===== src/shared/rrl_pkg.sv =====
// package for the return and rotate-left execute block
package rrl_pkg;
	localparam int rrl_opcode_width = 14;
	localparam int rrl_data_width = 8;
	localparam int rrl_file_index_width = 7;
	localparam int rrl_pc_width = 13;
	// return-with-literal: 11 01xx kkkk kkkk
	localparam logic [3:0] rrl_retlit_match = 4'hd;
	localparam int rrl_retlit_match_msb = 13;
	localparam int rrl_retlit_match_lsb = 10;
	// rotate left: 00 1101 dfff ffff
	localparam logic [5:0] rrl_rotl_match = 6'h0d;
	localparam int rrl_rotl_match_msb = 13;
	localparam int rrl_rotl_match_lsb = 8;
	localparam int rrl_dest_bit = 7;
	// plain return: 00 0000 0000 1000
	localparam logic [13:0] rrl_return_code = 14'h0008;
	// instruction cycles
	localparam int rrl_return_cycles = 2;
	localparam int rrl_rotl_cycles = 1;
	localparam logic [7:0] rrl_accum_reset = 8'h00;
	localparam logic rrl_carry_reset = 1'h0;

	typedef enum logic [1:0]
	{
		rrl_state_exec = 2'b00,
		rrl_state_flush = 2'b01
	} rrl_state_type;

	// decoded instruction fields
	typedef struct packed
	{
		logic is_retlit;
		logic is_return;
		logic is_rotl;
		logic dest_file;
		logic [rrl_file_index_width-1:0] file_index;
		logic [rrl_data_width-1:0] literal;
	} rrl_decode_type;

	// register file write request
	typedef struct packed
	{
		logic write;
		logic [rrl_file_index_width-1:0] index;
		logic [rrl_data_width-1:0] data;
	} rrl_file_write_type;
endpackage : rrl_pkg


===== src/hw/rrl_decode.sv =====
// opcode decoder for the three handled instructions
`timescale 1ns/1ps
`default_nettype none
module rrl_decode
	import rrl_pkg::*;
(
	input wire logic [rrl_opcode_width-1:0] opcode,
	output rrl_decode_type decoded
);
	// the two x bits of the literal return are never compared
	always_comb
	begin
		decoded.is_retlit = (opcode[rrl_retlit_match_msb:rrl_retlit_match_lsb] == rrl_retlit_match);
		decoded.is_return = (opcode == rrl_return_code);
		decoded.is_rotl = (opcode[rrl_rotl_match_msb:rrl_rotl_match_lsb] == rrl_rotl_match);
		decoded.dest_file = opcode[rrl_dest_bit];
		decoded.file_index = opcode[rrl_file_index_width-1:0];
		decoded.literal = opcode[rrl_data_width-1:0];
	end
endmodule : rrl_decode
`default_nettype wire


===== src/hw/rrl_exec.sv =====
// execute stage for literal return, plain return and rotate left through carry
`timescale 1ns/1ps
`default_nettype none
module rrl_exec
	import rrl_pkg::*;
(
	input wire logic clk_sys,
	input wire logic reset,
	input wire logic instr_valid,
	input wire logic [rrl_opcode_width-1:0] opcode,
	input wire logic [rrl_pc_width-1:0] stack_head,
	input wire logic [rrl_data_width-1:0] file_read_data,
	output logic [rrl_file_index_width-1:0] file_read_index,
	output logic stack_pop,
	output logic pc_load,
	output logic [rrl_pc_width-1:0] pc_load_value,
	output logic flush_prefetch,
	output logic busy,
	output rrl_file_write_type file_write,
	output logic [rrl_data_width-1:0] accumulator,
	output logic carry
);
	// decoded view of the word on the opcode port
	rrl_decode_type decoded;

	// sequencing state and its next value
	rrl_state_type state;
	rrl_state_type next_state;

	// a word is accepted this cycle
	logic take;

	// accepted word is one of the two returns
	logic take_ret;

	// accepted word is a rotate
	logic take_rotl;

	// rotated operand, formed from the live read data
	logic [rrl_data_width-1:0] rotated;

	// next values of the registered outputs
	logic next_pulse;
	logic [rrl_pc_width-1:0] next_pc_load_value;
	logic [rrl_data_width-1:0] next_accumulator;
	logic next_carry;
	rrl_file_write_type next_file_write;

	// shift one place left, old carry into bit 0
	function automatic logic [rrl_data_width-1:0] rrl_rotate_left
	(
		input logic [rrl_data_width-1:0] value,
		input logic carry_in
	);
		return {value[rrl_data_width-2:0], carry_in};
	endfunction : rrl_rotate_left

	// bit pushed out of the top becomes the new carry
	function automatic logic rrl_carry_out
	(
		input logic [rrl_data_width-1:0] value
	);
		return value[rrl_data_width-1];
	endfunction : rrl_carry_out

	// either return form needs the pop and the idle slot
	function automatic logic rrl_is_any_return
	(
		input rrl_decode_type word
	);
		return word.is_retlit || word.is_return;
	endfunction : rrl_is_any_return

	rrl_decode u_decode
	(
		.opcode(opcode),
		.decoded(decoded)
	);

	// in the idle slot the prefetched word is thrown away
	assign take = instr_valid && (state == rrl_state_exec);
	assign take_ret = take && rrl_is_any_return(decoded);
	assign take_rotl = take && decoded.is_rotl;

	// the core reads the indexed register in the same cycle
	assign file_read_index = decoded.file_index;
	assign rotated = rrl_rotate_left(file_read_data, carry);

	// busy marks the idle second cycle of a return
	assign busy = (state == rrl_state_flush);

	// returns hold the core one extra cycle
	always_comb
	begin
		next_state = rrl_state_exec;
		case (state)
			rrl_state_exec:
			begin
				if (take_ret)
					next_state = rrl_state_flush;
			end
			rrl_state_flush:
				next_state = rrl_state_exec;
			default:
				next_state = rrl_state_exec;
		endcase
	end

	// sequencing state
	always_ff @(posedge clk_sys or posedge reset)
	begin
		if (reset)
			state <= rrl_state_exec;
		else
			state <= next_state;
	end

	// pop, load and flush share one pulse; head sampled while the return is accepted
	always_comb
	begin
		next_pulse = take_ret;
		next_pc_load_value = pc_load_value;
		if (take_ret)
			next_pc_load_value = stack_head;
	end

	// stack pop strobe
	always_ff @(posedge clk_sys or posedge reset)
	begin
		if (reset)
			stack_pop <= 1'b0;
		else
			stack_pop <= next_pulse;
	end

	// counter load strobe
	always_ff @(posedge clk_sys or posedge reset)
	begin
		if (reset)
			pc_load <= 1'b0;
		else
			pc_load <= next_pulse;
	end

	// prefetch flush strobe, so the core refetches from the new counter
	always_ff @(posedge clk_sys or posedge reset)
	begin
		if (reset)
			flush_prefetch <= 1'b0;
		else
			flush_prefetch <= next_pulse;
	end

	// return address holds until the next return, so a slow core may read it late
	always_ff @(posedge clk_sys or posedge reset)
	begin
		if (reset)
			pc_load_value <= '0;
		else
			pc_load_value <= next_pc_load_value;
	end

	// only literal return and rotate with clear destination write the accumulator
	always_comb
	begin
		next_accumulator = accumulator;
		if (take && decoded.is_retlit)
			next_accumulator = decoded.literal;
		else if (take_rotl && !decoded.dest_file)
			next_accumulator = rotated;
	end

	// accumulator register
	always_ff @(posedge clk_sys or posedge reset)
	begin
		if (reset)
			accumulator <= rrl_accum_reset;
		else
			accumulator <= next_accumulator;
	end

	// carry is touched by the rotate only; returns leave it alone
	always_comb
	begin
		next_carry = carry;
		if (take_rotl)
			next_carry = rrl_carry_out(file_read_data);
	end

	// carry flag register
	always_ff @(posedge clk_sys or posedge reset)
	begin
		if (reset)
			carry <= rrl_carry_reset;
		else
			carry <= next_carry;
	end

	// write request only for a set destination; index and data are don't-care otherwise
	always_comb
	begin
		next_file_write = '0;
		next_file_write.write = take_rotl && decoded.dest_file;
		next_file_write.index = decoded.file_index;
		next_file_write.data = rotated;
	end

	// register file write-back, one cycle after the rotate is taken
	always_ff @(posedge clk_sys or posedge reset)
	begin
		if (reset)
			file_write <= '0;
		else
			file_write <= next_file_write;
	end
endmodule : rrl_exec
`default_nettype wire


===== config.mk =====
export PLATFORM = sky130hd
export DESIGN_NAME = rrl_exec
export DESIGN_NICKNAME = d
export VERILOG_FILES = /design/src/shared/rrl_pkg.sv /design/src/hw/rrl_decode.sv /design/src/hw/rrl_exec.sv
export SDC_FILE = /design/constraint.sdc
export NUM_CORES = 1
export LEC_CHECK = 0
export CAP_MARGIN = 20
export CORE_MARGIN = 1.5
export CORE_UTILIZATION = 39
export CTS_CLUSTER_SIZE = 30
export DETAILED_ROUTE_END_ITERATION = 6
export DONT_BUFFER_PORTS = 1
export PLACE_DENSITY = 0.56
export SLEW_MARGIN = 40
export SYNTH_ARGS = -nofsm -noshare
export SYNTH_HDL_FRONTEND = slang
export SYNTH_SLANG_ARGS = --single-unit

===== constraint.sdc =====
create_clock -name clk_sys -period 1.9 [get_ports clk_sys]
set_input_delay 0.38 -clock clk_sys [delete_from_list [all_inputs] [get_ports clk_sys]]
set_output_delay 0.38 -clock clk_sys [all_outputs]
set_load 0.01 [all_outputs]

==> summary.md, run 1 <==
| Metric | Value |
|---|---|
| Hold Buf Count CTS | 0 |
| Port Buf Inserts | 0 |
| Routability Congestion | 0.767 |
| Nets@finish | 146 |
| Dpl cell area | 1570 µm² |
| Rel. slew slack | 79.6% |
| Worst setup path startpoint | state[0] |
| Reg clk slew, reported paths | 0.07 ns |
| Critical path fanouts, max | 14 |
| GRT Residual Overflow | 0 |
| DRT Pass-1 Iters | 4 |
| Critical R2R Launch | state[0] |
| CTS tree | built |
| Max Cap Violations | 0 |
| Largest net degree at the start of global routing | 25 |
| Syn_area_per_cell | 14.2 µm² |
| Final worst slack | 0.122 ns |
| WL final | 2.99 mm |
| PwrDens | 1100 nW/µm² |
| Drt initial violations | 74 |
| Antenna Cells | 0 |
| Synth area leader | dfrtp_1 |
| Row count | 22 |
| Die Wd | 66.1 µm |
| Status | finished, final reports clean |
| Final setup vio count | 0 |
| WL/cell | 19.0 µm |
| Seq/Total Area, Yosys | 64.5% |
| PostCTS Resize Cnt | 0 |
| Leakage | 0.775 nW |
| Post-layout instance area | 1660 µm² |
| Via count | 851 |
| GRT Util Overall | 14.6% |
| Flop-to-flop setup slack | 0.12 ns |
| Detailed-route vias per instance | 5.42 |
| Die Area | 4370 µm² |
| Initial antenna violation count | 0 |
| Crit path kind | reg2reg |
| Tcrit/Tclk final | 93.6% |
| Netlist Area Pre-Place | 1550 µm² |
| Layout cells sized above 1 | 22.9% |
| CTS Buffer Depth | 2 |
| Skew final | 0.00281 ns |
| Root Buffer | clkbuf_8 |
| Global-route wire length before repair | 4.62 mm |
| Mapped Cells | 109 |
| CP cell instances | nand3b_1 -> nor4bb_4 -> a31o_4 -> mux2_1 |
| Post-synthesis register bit count | 40 |
| Routed Antenna Nets | 0 |
| Critical Path AT | 1.94 ns |
| CP peak stage delay | 0.41 ns |
| CP startpoint kind | register |
| Final Util | 44.3% |
| CTS Buf Count | 5 |
| Initial Util | 41.5% |
| DPL Wire Length | 2.29 mm |
| HP Class | in2async |
| Max-slew violations | 0 |
| Top cells by area, synth | dfrtp_1, mux2_1, mux2i_1, buf_4, mux2_2 |
| Area growth syn-to-layout | 6.85% |
| Area share of the largest cell type after synthesis | 64.5% |
| Yosys warnings | 0 |
| Vias in the first global route | 900 |
| Worst R2R Path Depth | 4 |
| Clk_lat worst skew | 0.28 ns |
| Distinct cells, synth | 27 |
| Worst setup EP type | register |
| Height of the die | 66.1 µm |
| Htree depth | 2 |
| Period minus WS final | 1.78 ns |
| Peak supply drop | 0.440 mV |
| Achievable Freq | 0.562 GHz |
| Final hold viol count | 0 |
| Detailed-route DRC error count | 0 |
| IO Count | 87 |
| Worst-margin pin slew | 0.301 ns |
| Worst Path Required | 2.06 ns |
| Slowest-stage cell, CP | dfrtp_1 |
| Syn Nets | 147 |
| RSZ-0062 raised after global routing | false |
| Clock sinks | 40 |
| Total core area | 3740 µm² |
| Setup WS pre-CTS | -0.00748 ns |
| Setup Fix Bufs, Post-CTS | 0 |
[synthesized netlist by cell type]
master / number
nor4bb_1: 1
a31o_4: 1
mux2_1: 9
inv_1: 2
nand3b_1: 1
or4_4: 1
buf_4: 9
nor2b_1: 1
nand3_1: 1
nor3_1: 2
or3_4: 1
mux2i_1: 7
a31o_2: 1
nor4b_1: 1
nand2_1: 8
buf_2: 1
nand2b_4: 1
buf_1: 1
mux2_2: 5
or4_1: 1
o21ai_0: 1
a211oi_1: 1
dfrtp_1: 40
nor3_2: 1
buf_6: 2
o21ai_1: 7
nor4_1: 2
[routing by layer]
| metal | global-route usage, % | share of wire, % | up-vias |
|---|---|---|---|
| li1 | - | - | 366 |
| met4 | 7.65 | 2.6 | 0 |
| met1 | 17.4 | 39 | 427 |
| met2 | 22.3 | 48 | 50 |
| met5 | 0 | 0 | - |
| met3 | 6.30 | 9.8 | 8 |
[layout make-up]
| type | count | area (µm²) |
|---|---|---|
| clock inverters | 2 | 10.0 |
| repair buffers | 5 | 37.5 |
| inverters | 2 | 7.51 |
| clock buffers | 6 | 82.6 |
| well taps | 48 | 60.1 |
| multi-input cells | 54 | 460 |
| fillers | 366 | 2080 |
| flip-flops and latches | 40 | 1000 |
[worst max-delay path: cells and delay by family (launching register included)]
family,cells,cell delay (ns)
AOI/OAI and AO/OA,1,0.26
and+or+nand+nor,2,0.62
muxes,1,0.36
DFF,1,0.41
[cell families (layout without fill, tap and decap cells)]
family	count (synthesis)	after routing	synth area share (%)
multiplexers	21	21	14.7
buffers and inverters	15	15	6.85
flip-flops	40	40	64.5
AO/OA/AOI/OAI	11	11	4.75
AND/OR/NAND/NOR	22	22	9.27
[power by group]
group          switching (mW)  internal, mW  leakage [nW]
combinational          0.0636        0.0765         0.233
clock                   0.280         0.290        0.0510
sequential              0.143         0.978         0.491
total                   0.487          1.34         0.775
[layout by cell type (no fill, tap or decap)]
| cell type | Yosys | routed |
|---|---|---|
| inv_1 | 2 | 2 |
| nand2b_4 | 1 | 1 |
| or3_4 | 1 | 1 |
| nand3_1 | 1 | 1 |
| mux2i_1 | 7 | 7 |
| nor4b_1 | 1 | 1 |
| o21ai_1 | 7 | 7 |
| clkbuf_8 | 0 | 6 |
| nor2b_1 | 1 | 1 |
| nor3_1 | 2 | 2 |
| buf_4 | 9 | 5 |
| a31o_2 | 1 | 1 |
| dfrtp_1 | 40 | 40 |
| clkinv_2 | 0 | 2 |
| nand3b_1 | 1 | 1 |
| or4_1 | 1 | 1 |
| o21ai_0 | 1 | 1 |
| mux2_1 | 9 | 9 |
| nor4_1 | 2 | 2 |
| nor4bb_4 | 0 | 1 |
| a211oi_1 | 1 | 1 |
| or4_4 | 1 | 1 |
| mux2_2 | 5 | 5 |
| a31o_4 | 1 | 1 |
| nor3_2 | 1 | 1 |
| nand2_1 | 8 | 8 |
[final timing paths]
kind / endpoint
max in group asynchronous: file_write[4]
worst max-delay path: pc_load_value[6]
worst min register to register: file_write[0]
worst max register to register: pc_load_value[6]
min in group clk_sys: file_write[7]
worst min-delay path: pc_load_value[5]
[per-stage QoR]
| stage | instances | setup TNS (ns) | hold WS [ns] | power (mW) |
|---|---|---|---|---|
| after floorplan | 109 | 0 | 0.411 | 1.25 |
| after detailed placement | 149 | -0.0162 | 0.318 | 1.29 |
| final | 157 | 0 | 0.0165 | 1.83 |
| after CTS | 157 | 0 | 0.0101 | 1.86 |
| after global routing | 157 | 0 | 0.0190 | 1.92 |
| after global placement | 149 | 0 | 0.320 | 1.27 |
[sequential cells by signal, summed over array words and instances (netlist names)]
name,flops
accumulator,8
carry,1
file_write,16
pc_load_value,13
flush_prefetch,1
state,1
Power figures use the tool's default switching activity.
==> run 2: changes to the inputs <==
--- a/config.mk
+++ b/config.mk
@@ -12,6 +12,8 @@
 export DETAILED_ROUTE_END_ITERATION = 6
 export DONT_BUFFER_PORTS = 1
 export PLACE_DENSITY = 0.56
+export RECOVER_POWER = 100
+export SKIP_LAST_GASP = 1
 export SLEW_MARGIN = 40
 export SYNTH_ARGS = -nofsm -noshare
 export SYNTH_HDL_FRONTEND = slang
==> run 2 against run 1 <==
Sequential share of layout area is 0.41 points higher. Via count is 0.59% higher. Worst hold slack better by 0.10 ns. Flip-flop and latch count unchanged. Final cell count did not move. Sequential power is essentially flat. Non-clock buffer count is the same. Fmax about the same. Die area unchanged. Final area is 0.68% lower.
==> summary.md, run 2 (synthesized netlist as in run 1, its figures left out) <==
| Metric | Value |
|---|---|
| Status | finished, final reports clean |
| Clock sinks | 40 |
| DPL Wire Length | 2.29 mm |
| Htree depth | 2 |
| Final Util | 44.0% |
| CP cell instances | nand3b_1 -> nor4bb_4 -> a31o_4 -> mux2_1 |
| Initial antenna violation count | 0 |
| Setup TNS | 0 ns |
| Worst Path Required | 2.06 ns |
| Largest Register | file_write |
| Internal Power | 1.34 mW |
| Row count | 22 |
| CP peak stage delay | 0.40 ns |
| Met3 Usage GRT | 6.30% |
| Routability Congestion | 0.767 |
| CTS Buf Count | 5 |
| Slowest-stage cell, CP | dfrtp_1 |
| Worst setup EP type | register |
| Period minus WS final | 1.78 ns |
| Total core area | 3740 µm² |
| Tcrit/Tclk final | 93.6% |
| WL final | 3.01 mm |
| Layout cells sized above 1 | 20.2% |
| Worst hold slack | 0.116 ns |
| Detailed-route vias per instance | 5.45 |
| Initial Util | 41.5% |
| Peak supply drop | 0.441 mV |
| IO Count | 87 |
| Rel. slew slack | 15.2% |
| Antenna Cells | 0 |
| Die Wd | 66.1 µm |
| GRT Max-Usage Layer | met2 |
| Height of the die | 66.1 µm |
| CTS Buffer Depth | 2 |
| Worst path bufs/invs | 0 |
| GRT Residual Overflow | 0 |
| CTS tree | built |
| Detailed-route DRC error count | 0 |
| Final non-filler cell total | 157 |
| DRT Pass-1 Iters | 4 |
| NetSw | 0.486 mW |
| RSZ-0062 raised after global routing | false |
| Die Area | 4370 µm² |
| Port Buf Inserts | 0 |
| Met1 usage | 17.4% |
| CP startpoint kind | register |
| Reg clk slew, reported paths | 0.08 ns |
| Nets@finish | 146 |
| GRT Util Overall | 14.6% |
| Drt initial violations | 53 |
| Hold Buf Count CTS | 0 |
| Crit path kind | reg2reg |
| Vias in the first global route | 900 |
| Commonest non-fill, non-tap cell in the layout | dfrtp_1 |
| Clk_lat worst skew | 0.28 ns |
| Seq pwr share | 61.4% |
| Max FFs per register | 16 |
| Switch share | 26.6% |
| Largest regs | file_write: 16 flops, pc_load_value: 13 flops, accumulator: 8 flops |
| Root Buffer | clkbuf_8 |
| Setup Fix Bufs, Post-CTS | 0 |
| PwrDens | 1110 nW/µm² |
| Largest net degree at the start of global routing | 25 |
| Max-slew violations | 0 |
| WL/cell | 19.2 µm |
| Crit-path leading delay family | simple AND/OR/NAND/NOR gates |
| Fillers | 369 |
| Achievable Freq | 0.562 GHz |
| Comb power frac | 7.3% |
| Final Power | 1.83 mW |
| Critical path fanouts, max | 14 |
| Commonest cells after routing, fill and taps aside | dfrtp_1, mux2_1, nand2_1 |
| PostCTS Resize Cnt | 0 |
| Leakage | 0.762 nW |
| Worst-margin pin slew | 1.27 ns |
| Final hold viol count | 0 |
| GR Util met2 | 22.3% |
| Skew final | 0.00397 ns |
| Area growth syn-to-layout | 6.12% |
| HP Class | in2reg |
| Global-route wire length before repair | 4.62 mm |
| Clock share of power | 31.2% |
| Max Cap Violations | 0 |
| Routed Antenna Nets | 0 |
| Dpl cells | 149 |
| Critical Path AT | 1.94 ns |
| Via count | 856 |
| Final setup vio count | 0 |
run 2: cell type report:
type                       count  area (µm²)  area share [%]
sequential                    40        1000            60.7
multi-input combinational     54         460            27.9
clock buffer                   6        82.6            5.01
tap                           48        60.1            3.64
timing repair buffer           5        26.3            1.59
clock inverter                 2        10.0           0.607
inverter                       2        7.51           0.456
run 2: worst paths after layout:
path | slack, ns | endpoint | start | depth (start not counted)
worst min-delay path | 0.12 | file_write[4] | file_read_data[3] | 0
worst max register to register | 0.12 | pc_load_value[6] | state[0] | 4
worst min register to register | 0.51 | file_write[0] | carry | 0
max in group asynchronous | 0.74 | file_write[14] | reset | 2
min in group asynchronous | 0.24 | flush_prefetch | reset | 2
worst max-delay path | 0.12 | pc_load_value[6] | state[0] | 4
run 2: power groups by stage:
stage | Combinational [mW] | Sequential (mW) | Clock [mW]
after floorplan | 0.133 | 1.11 | 0
after global placement | 0.134 | 1.14 | 0
after detailed placement | 0.144 | 1.14 | 0
after CTS | 0.144 | 1.13 | 0.591
after global routing | 0.153 | 1.14 | 0.619
final | 0.134 | 1.12 | 0.570
run 2: stage by stage:
step	worst slack (ns)	instance area, µm²
finish	0.122	1650
global placement	0.0213	1570
global route	0.0210	1650
detailed placement	-0.00748	1570
floorplan	0.0533	1550
CTS	0.104	1660
run 2: layer usage:
layer | wire [µm] | vias up
li1 | - | 364
met1 | 1180 | 434
met2 | 1460 | 50
met3 | 299 | 8
met4 | 78 | 0
met5 | 0 | -
